`config.mk`:
```
export PLATFORM = sky130hd
export DESIGN_NAME = dag_drive_angle_select
export DESIGN_NICKNAME = d
export VERILOG_FILES = /design/src/shared/dag_pkg.sv /design/src/design/dag_drive_angle_select.sv /design/src/design/dag_hall_filter.sv
export SDC_FILE = /design/constraint.sdc
export NUM_CORES = 1
export LEC_CHECK = 0
export ABC_AREA = 1
export BUFFER_PORTS_ARGS = -buffer_cell sky130_fd_sc_hd__buf_2
export CELL_PAD_IN_SITES_DETAIL_PLACEMENT = 1
export CELL_PAD_IN_SITES_GLOBAL_PLACEMENT = 1
export CORE_UTILIZATION = 45
export DETAILED_ROUTE_END_ITERATION = 8
export HOLD_SLACK_MARGIN = 0.02
export PLACE_DENSITY_LB_ADDON = 0.1
export SLEW_MARGIN = 20
export SYNTH_ARGS = -nofsm -noshare
export SYNTH_HDL_FRONTEND = slang
export SYNTH_HIERARCHICAL = 1
export SYNTH_SLANG_ARGS = --single-unit
```
`constraint.sdc`:
```
create_clock -name i_mclk -period 2.2 [get_ports i_mclk]
set_input_delay 0.44 -clock i_mclk [delete_from_list [all_inputs] [get_ports i_mclk]]
set_output_delay 0.44 -clock i_mclk [all_outputs]
set_load 0.01 [all_outputs]
```
`src/shared/dag_pkg.sv`:
```
/*
 Package for the drive angle select block: pin level codes, modes,
 angle codes, filter and startup timing constants, carrier structs.
 Assumes a 20 MHz core clock.
*/
package dag_pkg;

   // Three-level pin as seen by the pad comparators
   typedef enum logic [1:0] {
      DAG_LVL_FLOAT = 2'b00,
      DAG_LVL_GND   = 2'b01,
      DAG_LVL_RAIL  = 2'b10
   } dag_level_t;

   typedef enum logic [1:0] {
      DAG_MODE_TRAP  = 2'b00,
      DAG_MODE_SIN0  = 2'b01,
      DAG_MODE_SIN30 = 2'b10
   } dag_mode_t;

   // Angle unit is one electrical degree
   localparam int DAG_ANG_W = 8;
   localparam logic [7:0] DAG_ANG_0 = 8'h00;
   localparam logic [7:0] DAG_ANG_5 = 8'h05;
   localparam logic [7:0] DAG_ANG_10 = 8'h0A;
   localparam logic [7:0] DAG_ANG_30 = 8'h1E;
   localparam logic [7:0] DAG_ANG_MAX = 8'h3C;
   localparam logic [7:0] DAG_ANG_RST = 8'h00;

   localparam int DAG_CLK_HZ = 20000000;
   localparam int DAG_FILT_US = 320;
   localparam int DAG_FILT_CYC = (DAG_FILT_US * (DAG_CLK_HZ / 1000000));
   localparam int DAG_FILT_W = 13;
   localparam logic [2:0] DAG_START_CYCLES = 3'h6;
   localparam int DAG_SYNC_STAGES = 3;

   typedef struct packed {
      logic u;
      logic v;
      logic w;
   } dag_hall_t;

   typedef struct packed {
      dag_mode_t mode;
      logic adaptive;
      logic sin_active;
      logic [7:0] angle_bemf;
      logic [7:0] angle_hall;
   } dag_drive_t;

endpackage

```
`src/design/dag_drive_angle_select.sv`:
```
/*
 Drive angle selection for a sinusoidal three-phase commutator.
 Assumes pad comparators give Hall bits and three-level pin codes,
 and a current-zero-crossing comparator on phase U.
*/
`timescale 1ns/1ps
module dag_drive_angle_select (
   // Clock and reset
   input wire logic i_mclk,
   input wire logic i_rst,
   // Three-level configuration pins, decoded by pads
   input wire logic [1:0] i_commutation_mode_pin,
   input wire logic [1:0] i_drive_angle_pin,
   // Hall comparator pairs
   input wire logic [2:0] i_hall_positive_input,
   input wire logic [2:0] i_hall_negative_input,
   // Phase U current polarity (high = positive)
   input wire logic i_u_current_pos,
   // Outputs
   output logic [2:0] o_hall_channel_bit,
   output logic o_commutation_hall_u,
   output dag_pkg::dag_drive_t o_drive
);
   typedef enum logic [1:0] {
      DAG_ST_LATCH = 2'b00,
      DAG_ST_START = 2'b01,
      DAG_ST_SINE  = 2'b10
   } dag_state_t;

   logic [2:0] cmp;
   logic [2:0] hall_f;
   dag_state_t state_reg, state_next;
   dag_pkg::dag_mode_t mode_reg, mode_next;
   dag_pkg::dag_level_t angle_pin_reg, angle_pin_next;
   logic [2:0] cyc_reg, cyc_next;
   logic hu_d_reg, hu_d_next;
   logic [2:0] cur_sync_reg, cur_sync_next;
   logic cur_d_reg, cur_d_next;
   logic cur_seen_reg, cur_seen_next;
   logic [7:0] adapt_reg, adapt_next;
   logic [2:0] hall_out_reg;
   logic hu_out_reg;
   dag_pkg::dag_drive_t drive_reg, drive_next;
   logic hu_rise, cur_rise;
   logic [7:0] fixed_ang;
   logic [3:0] cfg_s0_reg, cfg_s0_next;
   logic [3:0] cfg_s1_reg, cfg_s1_next;
   logic [3:0] cfg_s2_reg, cfg_s2_next;
   logic [1:0] fill_reg, fill_next;
   logic cfg_agree;
   logic [2:0] hall_out_next;
   logic hu_out_next;

   assign cmp = i_hall_positive_input & ~i_hall_negative_input;

   for (genvar g = 0; g < 3; g++) begin : g_hall
      dag_hall_filter u_filt (
         .i_mclk(i_mclk),
         .i_rst(i_rst),
         .i_cmp(cmp[g]),
         .o_level(hall_f[g])
      );
   end

   always_comb begin
      state_next = state_reg;
      mode_next = mode_reg;
      angle_pin_next = angle_pin_reg;
      cyc_next = cyc_reg;
      hu_d_next = hall_f[2];
      cur_sync_next = {cur_sync_reg[1:0], i_u_current_pos};
      // Agreed level only, so a lone flop glitch cannot fake an edge
      cur_d_next = (cur_sync_reg[2] == cur_sync_reg[1]) ? cur_sync_reg[2] : cur_d_reg;
      cur_seen_next = cur_seen_reg;
      adapt_next = adapt_reg;
      hu_rise = hall_f[2] & ~hu_d_reg;
      cur_rise = (cur_sync_reg[2] == cur_sync_reg[1]) & cur_sync_reg[2] & ~cur_d_reg;
      unique case (state_reg)
         DAG_ST_LATCH: begin
            // One-shot capture; later pad moves are ignored until reset
            if (cfg_agree) begin
               mode_next = (cfg_s2_reg[3:2] == dag_pkg::DAG_LVL_GND) ?
                  dag_pkg::DAG_MODE_SIN0 : (cfg_s2_reg[3:2] == dag_pkg::DAG_LVL_RAIL) ?
                  dag_pkg::DAG_MODE_SIN30 : dag_pkg::DAG_MODE_TRAP;
               angle_pin_next = dag_pkg::dag_level_t'(cfg_s2_reg[1:0]);
               cyc_next = 3'h0;
               state_next = DAG_ST_START;
            end
         end
         DAG_ST_START: begin
            // Stays here for trapezoidal mode forever
            if (mode_reg != dag_pkg::DAG_MODE_TRAP && hu_rise) begin
               if (cyc_reg == dag_pkg::DAG_START_CYCLES - 3'h1) begin
                  state_next = DAG_ST_SINE;
               end
               cyc_next = cyc_reg + 3'h1;
            end
         end
         DAG_ST_SINE: begin
            // Current lag past Hall edge: advance; early current: retard
            if (hu_rise) begin
               cur_seen_next = 1'b0;
            end
            if (cur_rise) begin
               cur_seen_next = 1'b1;
            end
            if (drive_reg.adaptive && hu_rise) begin
               if (!cur_seen_reg && adapt_reg != dag_pkg::DAG_ANG_MAX) begin
                  adapt_next = adapt_reg + 8'h01;
               end else if (cur_seen_reg && adapt_reg != dag_pkg::DAG_ANG_0) begin
                  adapt_next = adapt_reg - 8'h01;
               end
            end
         end
         default: state_next = DAG_ST_LATCH;
      endcase
   end

   always_comb begin
      unique case (angle_pin_reg)
         dag_pkg::DAG_LVL_GND: fixed_ang = dag_pkg::DAG_ANG_10;
         dag_pkg::DAG_LVL_RAIL: fixed_ang = dag_pkg::DAG_ANG_5;
         default: fixed_ang = dag_pkg::DAG_ANG_0;
      endcase
      hall_out_next = hall_f;
      hu_out_next = hall_f[2];
      drive_next.mode = mode_reg;
      drive_next.sin_active = (state_reg == DAG_ST_SINE);
      drive_next.adaptive = (mode_reg == dag_pkg::DAG_MODE_SIN0) &&
         (angle_pin_reg == dag_pkg::DAG_LVL_FLOAT);
      if (mode_reg == dag_pkg::DAG_MODE_TRAP) begin
         drive_next.angle_bemf = dag_pkg::DAG_ANG_0;
         drive_next.angle_hall = dag_pkg::DAG_ANG_0;
      end else if (drive_next.adaptive) begin
         drive_next.angle_bemf = adapt_reg;
         drive_next.angle_hall = adapt_reg;
      end else if (mode_reg == dag_pkg::DAG_MODE_SIN30) begin
         drive_next.angle_bemf = fixed_ang;
         drive_next.angle_hall = fixed_ang + dag_pkg::DAG_ANG_30;
      end else begin
         drive_next.angle_bemf = fixed_ang;
         drive_next.angle_hall = fixed_ang;
      end
   end

   // Config pads: three flops, taken once the last two agree
   always_comb begin
      cfg_s0_next = {i_commutation_mode_pin, i_drive_angle_pin};
      cfg_s1_next = cfg_s0_reg;
      cfg_s2_next = cfg_s1_reg;
      fill_next = fill_reg;
      if (state_reg == DAG_ST_LATCH && fill_reg != 2'(dag_pkg::DAG_SYNC_STAGES)) begin
         fill_next = fill_reg + 2'h1;
      end
      // Waiting for a full pipe keeps the reset zeros from being latched
      cfg_agree = (fill_reg == 2'(dag_pkg::DAG_SYNC_STAGES)) && (cfg_s2_reg == cfg_s1_reg);
   end

   always_ff @(posedge i_mclk or posedge i_rst) begin
      if (i_rst) begin
         cfg_s0_reg <= 4'h0;
         cfg_s1_reg <= 4'h0;
         cfg_s2_reg <= 4'h0;
         fill_reg <= 2'h0;
      end else begin
         cfg_s0_reg <= cfg_s0_next;
         cfg_s1_reg <= cfg_s1_next;
         cfg_s2_reg <= cfg_s2_next;
         fill_reg <= fill_next;
      end
   end

   // Mode and startup state
   always_ff @(posedge i_mclk or posedge i_rst) begin
      if (i_rst) begin
         state_reg <= DAG_ST_LATCH;
         mode_reg <= dag_pkg::DAG_MODE_TRAP;
         angle_pin_reg <= dag_pkg::DAG_LVL_FLOAT;
         cyc_reg <= 3'h0;
      end else begin
         state_reg <= state_next;
         mode_reg <= mode_next;
         angle_pin_reg <= angle_pin_next;
         cyc_reg <= cyc_next;
      end
   end

   // Edge tracking and adaptive angle
   always_ff @(posedge i_mclk or posedge i_rst) begin
      if (i_rst) begin
         hu_d_reg <= 1'b0;
         cur_sync_reg <= 3'h0;
         cur_d_reg <= 1'b0;
         cur_seen_reg <= 1'b0;
         adapt_reg <= dag_pkg::DAG_ANG_RST;
      end else begin
         hu_d_reg <= hu_d_next;
         cur_sync_reg <= cur_sync_next;
         cur_d_reg <= cur_d_next;
         cur_seen_reg <= cur_seen_next;
         adapt_reg <= adapt_next;
      end
   end

   // Output registers
   always_ff @(posedge i_mclk or posedge i_rst) begin
      if (i_rst) begin
         hall_out_reg <= 3'h0;
         hu_out_reg <= 1'b0;
         drive_reg <= '0;
      end else begin
         hall_out_reg <= hall_out_next;
         hu_out_reg <= hu_out_next;
         drive_reg <= drive_next;
      end
   end

   assign o_hall_channel_bit = hall_out_reg;
   assign o_commutation_hall_u = hu_out_reg;
   assign o_drive = drive_reg;
endmodule // dag_drive_angle_select

```
`src/design/dag_hall_filter.sv`:
```
/*
 One Hall channel: 3-flop synchroniser of the comparator output,
 then a fixed-time filter. Assumes i_cmp is asynchronous.
*/
`timescale 1ns/1ps
module dag_hall_filter (
   // Clock and reset
   input wire logic i_mclk,
   input wire logic i_rst,
   // Comparator result
   input wire logic i_cmp,
   // Filtered level
   output logic o_level
);
   logic [2:0] sync_reg;
   logic [2:0] sync_next;
   logic [12:0] cnt_reg;
   logic [12:0] cnt_next;
   logic level_reg;
   logic level_next;

   always_comb begin
      sync_next = {sync_reg[1:0], i_cmp};
      cnt_next = cnt_reg;
      level_next = level_reg;
      // Stages 1 and 2 agree: stage 0 is never read here
      if (sync_reg[2] != sync_reg[1] || sync_reg[1] == level_reg) begin
         cnt_next = 13'h0000;
      end else if (cnt_reg == 13'(dag_pkg::DAG_FILT_CYC - 1)) begin
         level_next = sync_reg[1];
         cnt_next = 13'h0000;
      end else begin
         cnt_next = cnt_reg + 13'h0001;
      end
   end

   always_ff @(posedge i_mclk or posedge i_rst) begin
      if (i_rst) begin
         sync_reg <= 3'h0;
         cnt_reg <= 13'h0000;
         level_reg <= 1'b0;
      end else begin
         sync_reg <= sync_next;
         cnt_reg <= cnt_next;
         level_reg <= level_next;
      end
   end

   assign o_level = level_reg;
endmodule // dag_hall_filter

```
Word level (Yosys, flattened, before mapping)
Cells that the tools add are included.

operators by class
  $add $sub $neg = 8
  equal/unequal tests = 26
  multiplexer cells = 23
  bitwise operators = 11
  reductions and logical operators = 27

operator list
  cell                     count
  $mux W13                 6
  $add A13 B1 Y13 const B  3
  $eq A13 B13 Y1 const B   3
  $mux W16                 2
  $mux W8                  2
  $eq A2 B2 Y1 const B     5
  $mux W2                  5
  $reduce_and A2 Y1        5
  $add A8 B1 Y8 const B    1
  $eq A2 B1 Y1 const B     4
  $ne A2 B2 Y1 const B     4
  $ne A8 B6 Y1 const B     1
  $pmux W4 S2              1
  $reduce_bool A2 Y1       4
  $reduce_bool A8 Y1       1
  $sub A8 B1 Y8 const B    1
  $logic_and A1 B1 Y1      7
  $add A4 B5 Y6 const B    1
  $logic_not A2 Y1         3
  $mux W3                  2
  $mux W6                  1
  $not A1 Y1               6
  $pmux W2 S3              1
  $pmux W3 S2              1
  14 further kinds         25

word-level totals
  register bits = 111
  input port bits = 13

Depth between registers and ports, before layout
Gate-level depths: netlist (run 1).

  depth after elaboration = 6
  depth in mapped cells = 16
  mapped depth without buffers = 16

Hierarchy
The synthesis (run 1) kept the hierarchy.

by module, submodules not included
  module                  instances  cells each  area an instance (um^2)  sequential area each (um^2)
  dag_drive_angle_select  1          274         2556.2                   1401.3
  dag_hall_filter         3          98          824.5                    425.4

Worst setup path before layout (run 1)
OpenSTA, ideal clock, no wires.

  kind = flip-flop to flip-flop
  from = register adapt_reg[0]
  to = register adapt_reg[7]
  setup time = 0.116 ns
  arrival time = 1.878 ns
  data required time = 2.084 ns
  setup slack = 0.205 ns
  stages on the path, launching flop included = 16
  path buffers = 0
  path through = dfrtp_1 -> inv_1 -> nand2_1 -> nor2_1 -> nand2_1 -> nand2_1 -> ha_1 -> or2_1 -> nand2_1 -> nor2_1 -> nor2_1 -> inv_1 -> nand2_1 -> nand2_1 -> nand2_1 -> nand2_1

between the ends
  word-level cells in the longest chain between the ends = 4
  elaborated cells between the ends (all ways) = 10
  classes of those cells = add/sub (2); eq/ne (1); mux (2); reduce/logical (5)

RTL lines
  what                                                                   RTL line                       text
  start: declaration                                                     dag_drive_angle_select.sv:40   logic [7:0] adapt_reg, adapt_next;
  start signal: assignment                                               dag_drive_angle_select.sv:195  adapt_reg <= dag_pkg::DAG_ANG_RST;
  start signal: assignment                                               dag_drive_angle_select.sv:201  adapt_reg <= adapt_next;
  parallel branches: the longest is 4 deep, another holds $sub A8 B1 Y8  n/a

Parallel ways; which one is timed is not known. The select of a mux whose other input is x is not followed.
A chain may end at the register's enable or synchronous reset.

Worst setup path in the final report (run 1)
  from = register adapt_reg[6]
  to = register adapt_reg[7]

The elaborated chain is that of the path after synthesis.

==> metrics.md, run 1 <==
| Metric | Value |
|---|---|
| Final setup violation count | 0 |
| Die height | approximately 110 microns |
| Syn Inst Count | approximately 570 |
| Largest net degree at the start of global routing | 29 |
| Worst-margin pin slew | around 690 ps |
| DRT Pass-1 Iters | 4 |
| Diode count | 0 |
| Min-Delay Path Class | in2async |
| Seq pwr share | roughly 52% |
| Core area | 10900 sq um |
| Final wirelength | 10500 microns |
| Fmax | roughly 490 MHz |
| Register area share after synthesis | 53.2% |
| WP data arrival | ~2300 ps |
| EDFF count, synth | 0 |
| CTS tree | built |
| H-tree depth | 3 |
| CP endpoint kind | flop |
| Clk pwr share | between 20% and 30% |
| Setup Skew | around 14 ps |
| Slew Viols, Final | 0 |
| Worst skew pair latency | ~380 ps |
| Leakage | about 2.8 nW |
| # rows | 38 |
| Leading area contributor after synthesis | dfrtp_1 |
| Clock root cell | clkbuf_8 |
| Vias in the first global route | between 3000 and 4000 |
| Die X | roughly 110 microns |
| FF+latch count, synth | roughly 110 |
| Ranking of synthesized cells by area | dfrtp_1 53%, nand2_1 10%, nor2_1 8.0%, inv_1 4.9%, ha_1 4.2% |
| Rel. slew slack | between 50% and 60% |
| Worst EP required | roughly 2500 ps |
| Fin. Hold Viols | 0 |
| DP Wirelength | 7860 microns |
| Die area | 11600 sq um |
| Crit Path Class | reg2reg |
| First-pass GRT wire length | ~18000 microns |
| Placement-stage cell area | between 5000 and 6000 sq um |
| Outcome | complete, no violations |
| Max VDD drop | around 0.00061 V |
| Synth cell types | 31 |
| Pwr/cell area | 745 nW/um^2 |
| Final min period | 2060 ps |
| Net Sw Frac | around 30% |
| Avg Inst Size Synth | 8.86 sq um |
| Max Buffers Root-to-Sink | 2 |
| Worst setup SP type | flop |
| Synth top cells by count | 137 x nand2_1, 107 x dfrtp_1, 107 x nor2_1 |
| Post-DR vias/cell | about 4.9 |
| DRC errors left | 0 |
| Grt ovf | 0 |
| Cts bufs inserted | 9 |
| Final Cycle Share | around 93% |
| CTS clk-pin slew, worst paths | approximately 100 ps |
| Initial antenna violation count | 0 |
| Post-Syn Nets | around 600 |
| Final Power | 0.00426 W |
| Synth Flop Type | dfrtp_1 |
| Dominant cell by count in the synthesized netlist | nand2_1 |
| Share of cells above drive strength 1 | between 10% and 20% |
| Asr flop ratio synth | 100% |
| Area growth syn-to-layout | 13.5% |
| Nets | 650 |
| Switching power | between 0.001 and 0.0015 W |
| Max FFs per register | 39 |
| Yosys Warn Count | 6 |
| I/O Pins | 37 |
| P_int | 0.00299 W |
| Placer Congestion | just under 0.8 |
| TritonCTS sink count | between 100 and 150 |
| Vias | about 3800 |
| Post-synth top area share | between 50% and 60% |
| Routed wire per std cell | 13.8 microns |
| Max-Cap Viols | 0 |
| Total Routing Usage GR | between 10% and 20% |
| Post-DRT Antenna Nets | 0 |
| Starting Density | 46.2% |
| Comb pwr share | around a fifth |
| Fin util | 52.4% |
| Iter 0 DRT Violations | slightly below 100 |
| Fin area | about 5700 sq um |
| Port Buffers | 36 |
| Mapped cell area | just over 5000 sq um |
| Crit Path Max Fanout | 5 |
## power groups by stage
| stage | clock (W) | combinational, W | sequential (W) |
|---|---|---|---|
| 2_1_floorplan | 0 | 0.000509 | 0.00228 |
| 6_report | 0.00119 | 0.000835 | 0.00223 |
| 5_1_grt | 0.00133 | 0.000951 | 0.00225 |
| 3_5_place_dp | 0 | 0.000785 | 0.00227 |
| 4_1_cts | 0.00125 | 0.000792 | 0.00223 |
| 3_3_place_gp | 0 | 0.000760 | 0.00226 |
## through the flow
stage               TNS (ps)  hold slack, ps  std cells  setup WS (ps)
floorplan                  0             331        568            205
global placement           0             336        744            145
detailed placement         0             337        744           25.8
CTS                        0            55.8        759           2.73
global route           -16.7            62.6        763          -16.7
finish                     0            60.5        763            143
## layout make-up
class / instances / area (sq um)
clock inverter: 4 / 51.3
timing repair buffer: 46 / 272
tap: 140 / 175
sequential: 107 / 2680
multi-input combinational: 384 / 2120
fill: 1296 / 5180
clock buffer: 11 / 141
inverter: 71 / 274
## path summary, 6_finish.rpt
kind | startpoint | to | depth (start not counted) | slack, ps
min in group i_mclk | i_commutation_mode_pin[0] | cfg_s0_reg[2] | 1 | 160
min | i_rst | cyc_reg[1] | 2 | 60
max | adapt_reg[6] | adapt_reg[7] | 17 | 140
min reg2reg | cfg_s0_reg[2] | cfg_s1_reg[2] | 0 | 350
max reg2reg | adapt_reg[6] | adapt_reg[7] | 17 | 140
max in group asynchronous | i_rst | g_hall[1].u_filt/cnt_reg[6] | 2 | 1560
## cells by family (layout without fill, tap and decap cells)
kind of cell	after synthesis	in the layout	share of synthesized area, %
simple gates	311	311	26.8
flops	107	107	53.2
buf+inv	77	132	6.42
compound gates	27	27	3.93
xor+xnor	26	26	4.53
fa+ha+maj	18	18	4.63
mux	2	2	0.448
## timing repair
action,in CTS,in global routing
setup buffers,0,4
hold buffers,0,0
endpoints found under the setup margin,0,5
gates resized for setup,0,20
## metal layers
layer / share of wire [%] / global-route usage [%]
met4: 1.7 / 5.38
met3: 3.0 / 5.39
met2: 51 / 34.4
met5: 0 / 0
met1: 44 / 24.2
## critical path, cell delays in order, from the launching register on
cell and delay (ps):
dfrtp_2 450, inv_2 70, nand2_1 80, nor2_2 150
nand2_2 100, nand2_4 110, buf_6 130, ha_4 210
nand2_1 70, nand2_1 80, nand2_1 60, nand2_1 60
nor2_2 120, inv_1 50, nand2_1 60, nand2_1 50
nand2_1 50, nand2_1 40
## cell usage in the layout, fill, tap and decap left out, types with 2 or more instances in the layout
master | netlist | routed
a21oi_1 | 6 | 5
a31oi_1 | 3 | 3
buf_2 | 0 | 36
buf_4 | 5 | 8
clkbuf_8 | 0 | 10
dfrtp_1 | 107 | 104
dfrtp_2 | 0 | 3
ha_1 | 17 | 12
ha_4 | 0 | 5
inv_1 | 66 | 63
inv_2 | 2 | 5
inv_4 | 3 | 3
mux2_2 | 2 | 2
nand2_1 | 137 | 134
nand2_2 | 3 | 5
nand3_1 | 29 | 29
nand4_1 | 8 | 8
nor2_1 | 107 | 104
nor2_2 | 6 | 9
nor2_4 | 7 | 7
nor3_1 | 3 | 3
nor3b_1 | 4 | 4
o21ai_0 | 7 | 7
o21ai_2 | 4 | 4
o21ai_4 | 3 | 3
o21bai_1 | 3 | 3
or2_2 | 4 | 4
xnor2_1 | 9 | 9
xor2_1 | 17 | 17
No activity file was read; power rests on OpenSTA's default activity.
==> run 2, diff against run 1 <==
Settings changed: ABC_AREA 1 to unset.
==> run 2 against run 1 <==
  * The flow now finishes with violations (setup timing)
  * Clock-buffer cell count is 1 lower
  * Setup slack worse by 380 ps
  * Non-clock buffer count is 20 higher
  * Synthesized area is 6.9% lower
  * Via count is 16% lower
  * Critical path type unchanged
  * Largest power group unchanged
==> metrics.md, run 2 <==
| Metric | Value |
|---|---|
| Outcome | complete, but fails checks |
| Failing checks | setup timing |
| WP data arrival | 2690 ps |
| Register area share after synthesis | between 50% and 60% |
| # fillers | between 1000 and 1500 |
| Fmax | approximately 410 MHz |
| Asr flop ratio synth | between 90% and 100% |
| Fin. Hold Viols | 0 |
| Setup Skew | 14.8 ps |
| H-tree depth | 3 |
| Post-DRT Antenna Nets | 0 |
| Placement Setup Slack | -305 ps |
| Worst setup SP type | flop |
| Core area | around 10000 sq um |
| Final min period | between 2000 and 2500 ps |
| Die area | 10800 sq um |
| Leading area contributor after synthesis | dfrtp_1 |
| Layout Cells excl Fill | between 600 and 700 |
| Post-DR vias/cell | between 5 and 6 |
| R2r setup slk | -240 ps |
| EDFF count, synth | 0 |
| Fin worst setup slack | -240 ps |
| Worst-margin pin slew | around 680 ps |
| Final wirelength | 9260 microns |
| Placed insts | just under 600 |
| Share of cells above drive strength 1 | about a quarter |
| Final setup violation count | 5 |
| Avg Inst Size Synth | between 10 and 15 sq um |
| CP endpoint kind | flop |
| Synth top cells by count | 107 x dfrtp_1, 58 x nor2_1, 34 x xnor2_1 |
| Max Buffers Root-to-Sink | 2 |
| Synth cell types | 42 |
| First-pass GRT wire length | about 16000 microns |
| Routed wire per std cell | around 15 microns |
| Largest net degree at the start of global routing | 26 |
| Die X | approximately 100 microns |
| Max FFs per register | 39 |
| DP Wirelength | between 6000 and 7000 microns |
| Nets | around 500 |
| Setup TNS | -876 ps |
| Worst skew pair latency | ~350 ps |
| RSZ-0062 raised after global routing | true |
| # rows | 36 |
| Syn Inst Count | approximately 420 |
| Total Routing Usage GR | between 10% and 20% |
| DRT Pass-1 Iters | 4 |
| Vias | 3144 |
| Cts bufs inserted | 9 |
| Crit Path Class | reg2reg |
| CTS Hold Buffers Added | 0 |
| Max VDD drop | 0.000475 V |
| Worst EP required | around 2500 ps |
| I/O Pins | 37 |
| Post-synth top area share | 57.2% |
| Rel. slew slack | 54.8% |
| Most frequent cells in the layout | 107 x dfrtp_1, 58 x nor2_1, 36 x buf_2 |
| Iter 0 DRT Violations | 69 |
| CTS clk-pin slew, worst paths | approximately 110 ps |
| Commonest non-fill, non-tap cell in the layout | dfrtp_1 |
| Min-Delay Path Class | in2async |
| Area growth syn-to-layout | 18.5% |
| Port Buffers | 36 |
| FF+latch count, synth | approximately 110 |
| Pwr/cell area | 727 nW/um^2 |
| Grt ovf | 0 |
| Final Cycle Share | 111% |
| Starting Density | ~47% |
| Crit Reg-Reg Startpoint | adapt_reg[0] |
| Max-Cap Viols | 0 |
| Dominant cell by count in the synthesized netlist | dfrtp_1 |
| Vias in the first global route | 3328 |
| Yosys Warn Count | 6 |
| Leakage | between 2 and 3 nW |
| Initial antenna violation count | 0 |
| Placer Congestion | 0.783 |
| Post-Syn Nets | about 450 |
| Mapped cell area | ~4700 sq um |
| Crit Path Max Fanout | 3 |
| Ranking of synthesized cells by area | dfrtp_1 57%, xnor2_1 6.4%, nor2_1 4.6%, ha_1 4.5%, xor2_1 2.4% |
| FF-to-FF path depth | 10 |
| Slew Viols, Final | 0 |
| FF-to-FF End | adapt_reg[7] |
| Diode count | 0 |
| Synth Flop Type | dfrtp_1 |
| CTS tree | built |
| Clock root cell | clkbuf_8 |
| DRC errors left | 0 |
| TritonCTS sink count | about 110 |
| Die height | 104 microns |
## run 2: changes by cell type after synthesis, sizes merged, moves of 6 or more
cell / delta
nor2: -62
nand2: -114
nor4: +11
inv: -49
xnor2: +25
nand3: -11
nor2b: +7
and3: +8
mux2i: +6
## run 2: timing repair
| action | 4_1_cts | 5_1_grt |
|---|---|---|
| setup endpoints to repair | 5 | 5 |
| resized for setup | 15 | 6 |
| buffers inserted | 6 | 2 |
| pin swaps | 6 | 7 |
## run 2: worst max path at each step
stage / startpoint / endpoint / slack (ps) / cells after the start
floorplan: adapt_reg[6] / adapt_reg[5] / -90 / 8
global route: adapt_reg[0] / adapt_reg[7] / -340 / 10
detailed placement: adapt_reg[6] / adapt_reg[6] / -300 / 8
finish: adapt_reg[0] / adapt_reg[7] / -240 / 10
global placement: adapt_reg[6] / adapt_reg[6] / -200 / 8
CTS: adapt_reg[7] / adapt_reg[6] / -190 / 9
## run 2: area by class of cell
| type | instances | area (sq um) | area share, % |
|---|---|---|---|
| inverters | 22 | 82.6 | 1.49 |
| clock inverters | 6 | 73.8 | 1.33 |
| clock buffers | 10 | 128 | 2.30 |
| flip-flops and latches | 107 | 2680 | 48.3 |
| multi-input cells | 276 | 1990 | 35.9 |
| well taps | 133 | 166 | 3.00 |
| repair buffers | 66 | 429 | 7.73 |
## run 2: logic make-up (layout without fill, tap and decap cells)
group                      after synthesis  in the layout  share of synthesized area, %
buffers and inverters                   33            104                          3.45
xor gates and xnor gates                47             47                          8.79
adders and majority gates               18             18                          4.97
muxes                                   13             13                          2.97
and+or+nand+nor                        159            159                          17.2
AOI/OAI and AO/OA                       39             39                          5.48
DFF                                    107            107                          57.2
## run 2: worst max-delay path: stages (launching register included)
cell,delay [ps]
dfrtp_1,390
or4_4,550
o21bai_4,180
buf_6,160
buf_6,120
ha_4,200
a21oi_2,130
o21a_1,190
and3_4,200
o21ai_2,50
xnor2_1,150
## run 2: layer usage
| layer | GRT usage, % | wire length [microns] |
|---|---|---|
| met1 | 24.5 | 4350 |
| met2 | 30.9 | 4610 |
| met3 | 2.44 | 196 |
| met4 | 5.51 | 95 |
| met5 | 0 | 0 |
## run 2: per-stage QoR
step                total power [W]  hold slack [ps]  instance area [sq um]  util, %
global route                0.00424              130                   5550     56.0
CTS                         0.00409              105                   5510     55.6
finish                      0.00403              104                   5550     56.0
detailed placement          0.00286              336                   5160     52.1
global placement            0.00284              333                   5160     52.1
floorplan                   0.00266              331                   4720        -
## run 2: power by group
part	switching [W]	internal [W]
Combinational	0.000349	0.000242
Clock	0.000679	0.000542
Sequential	0.000108	0.00212
Total	0.00114	0.00290
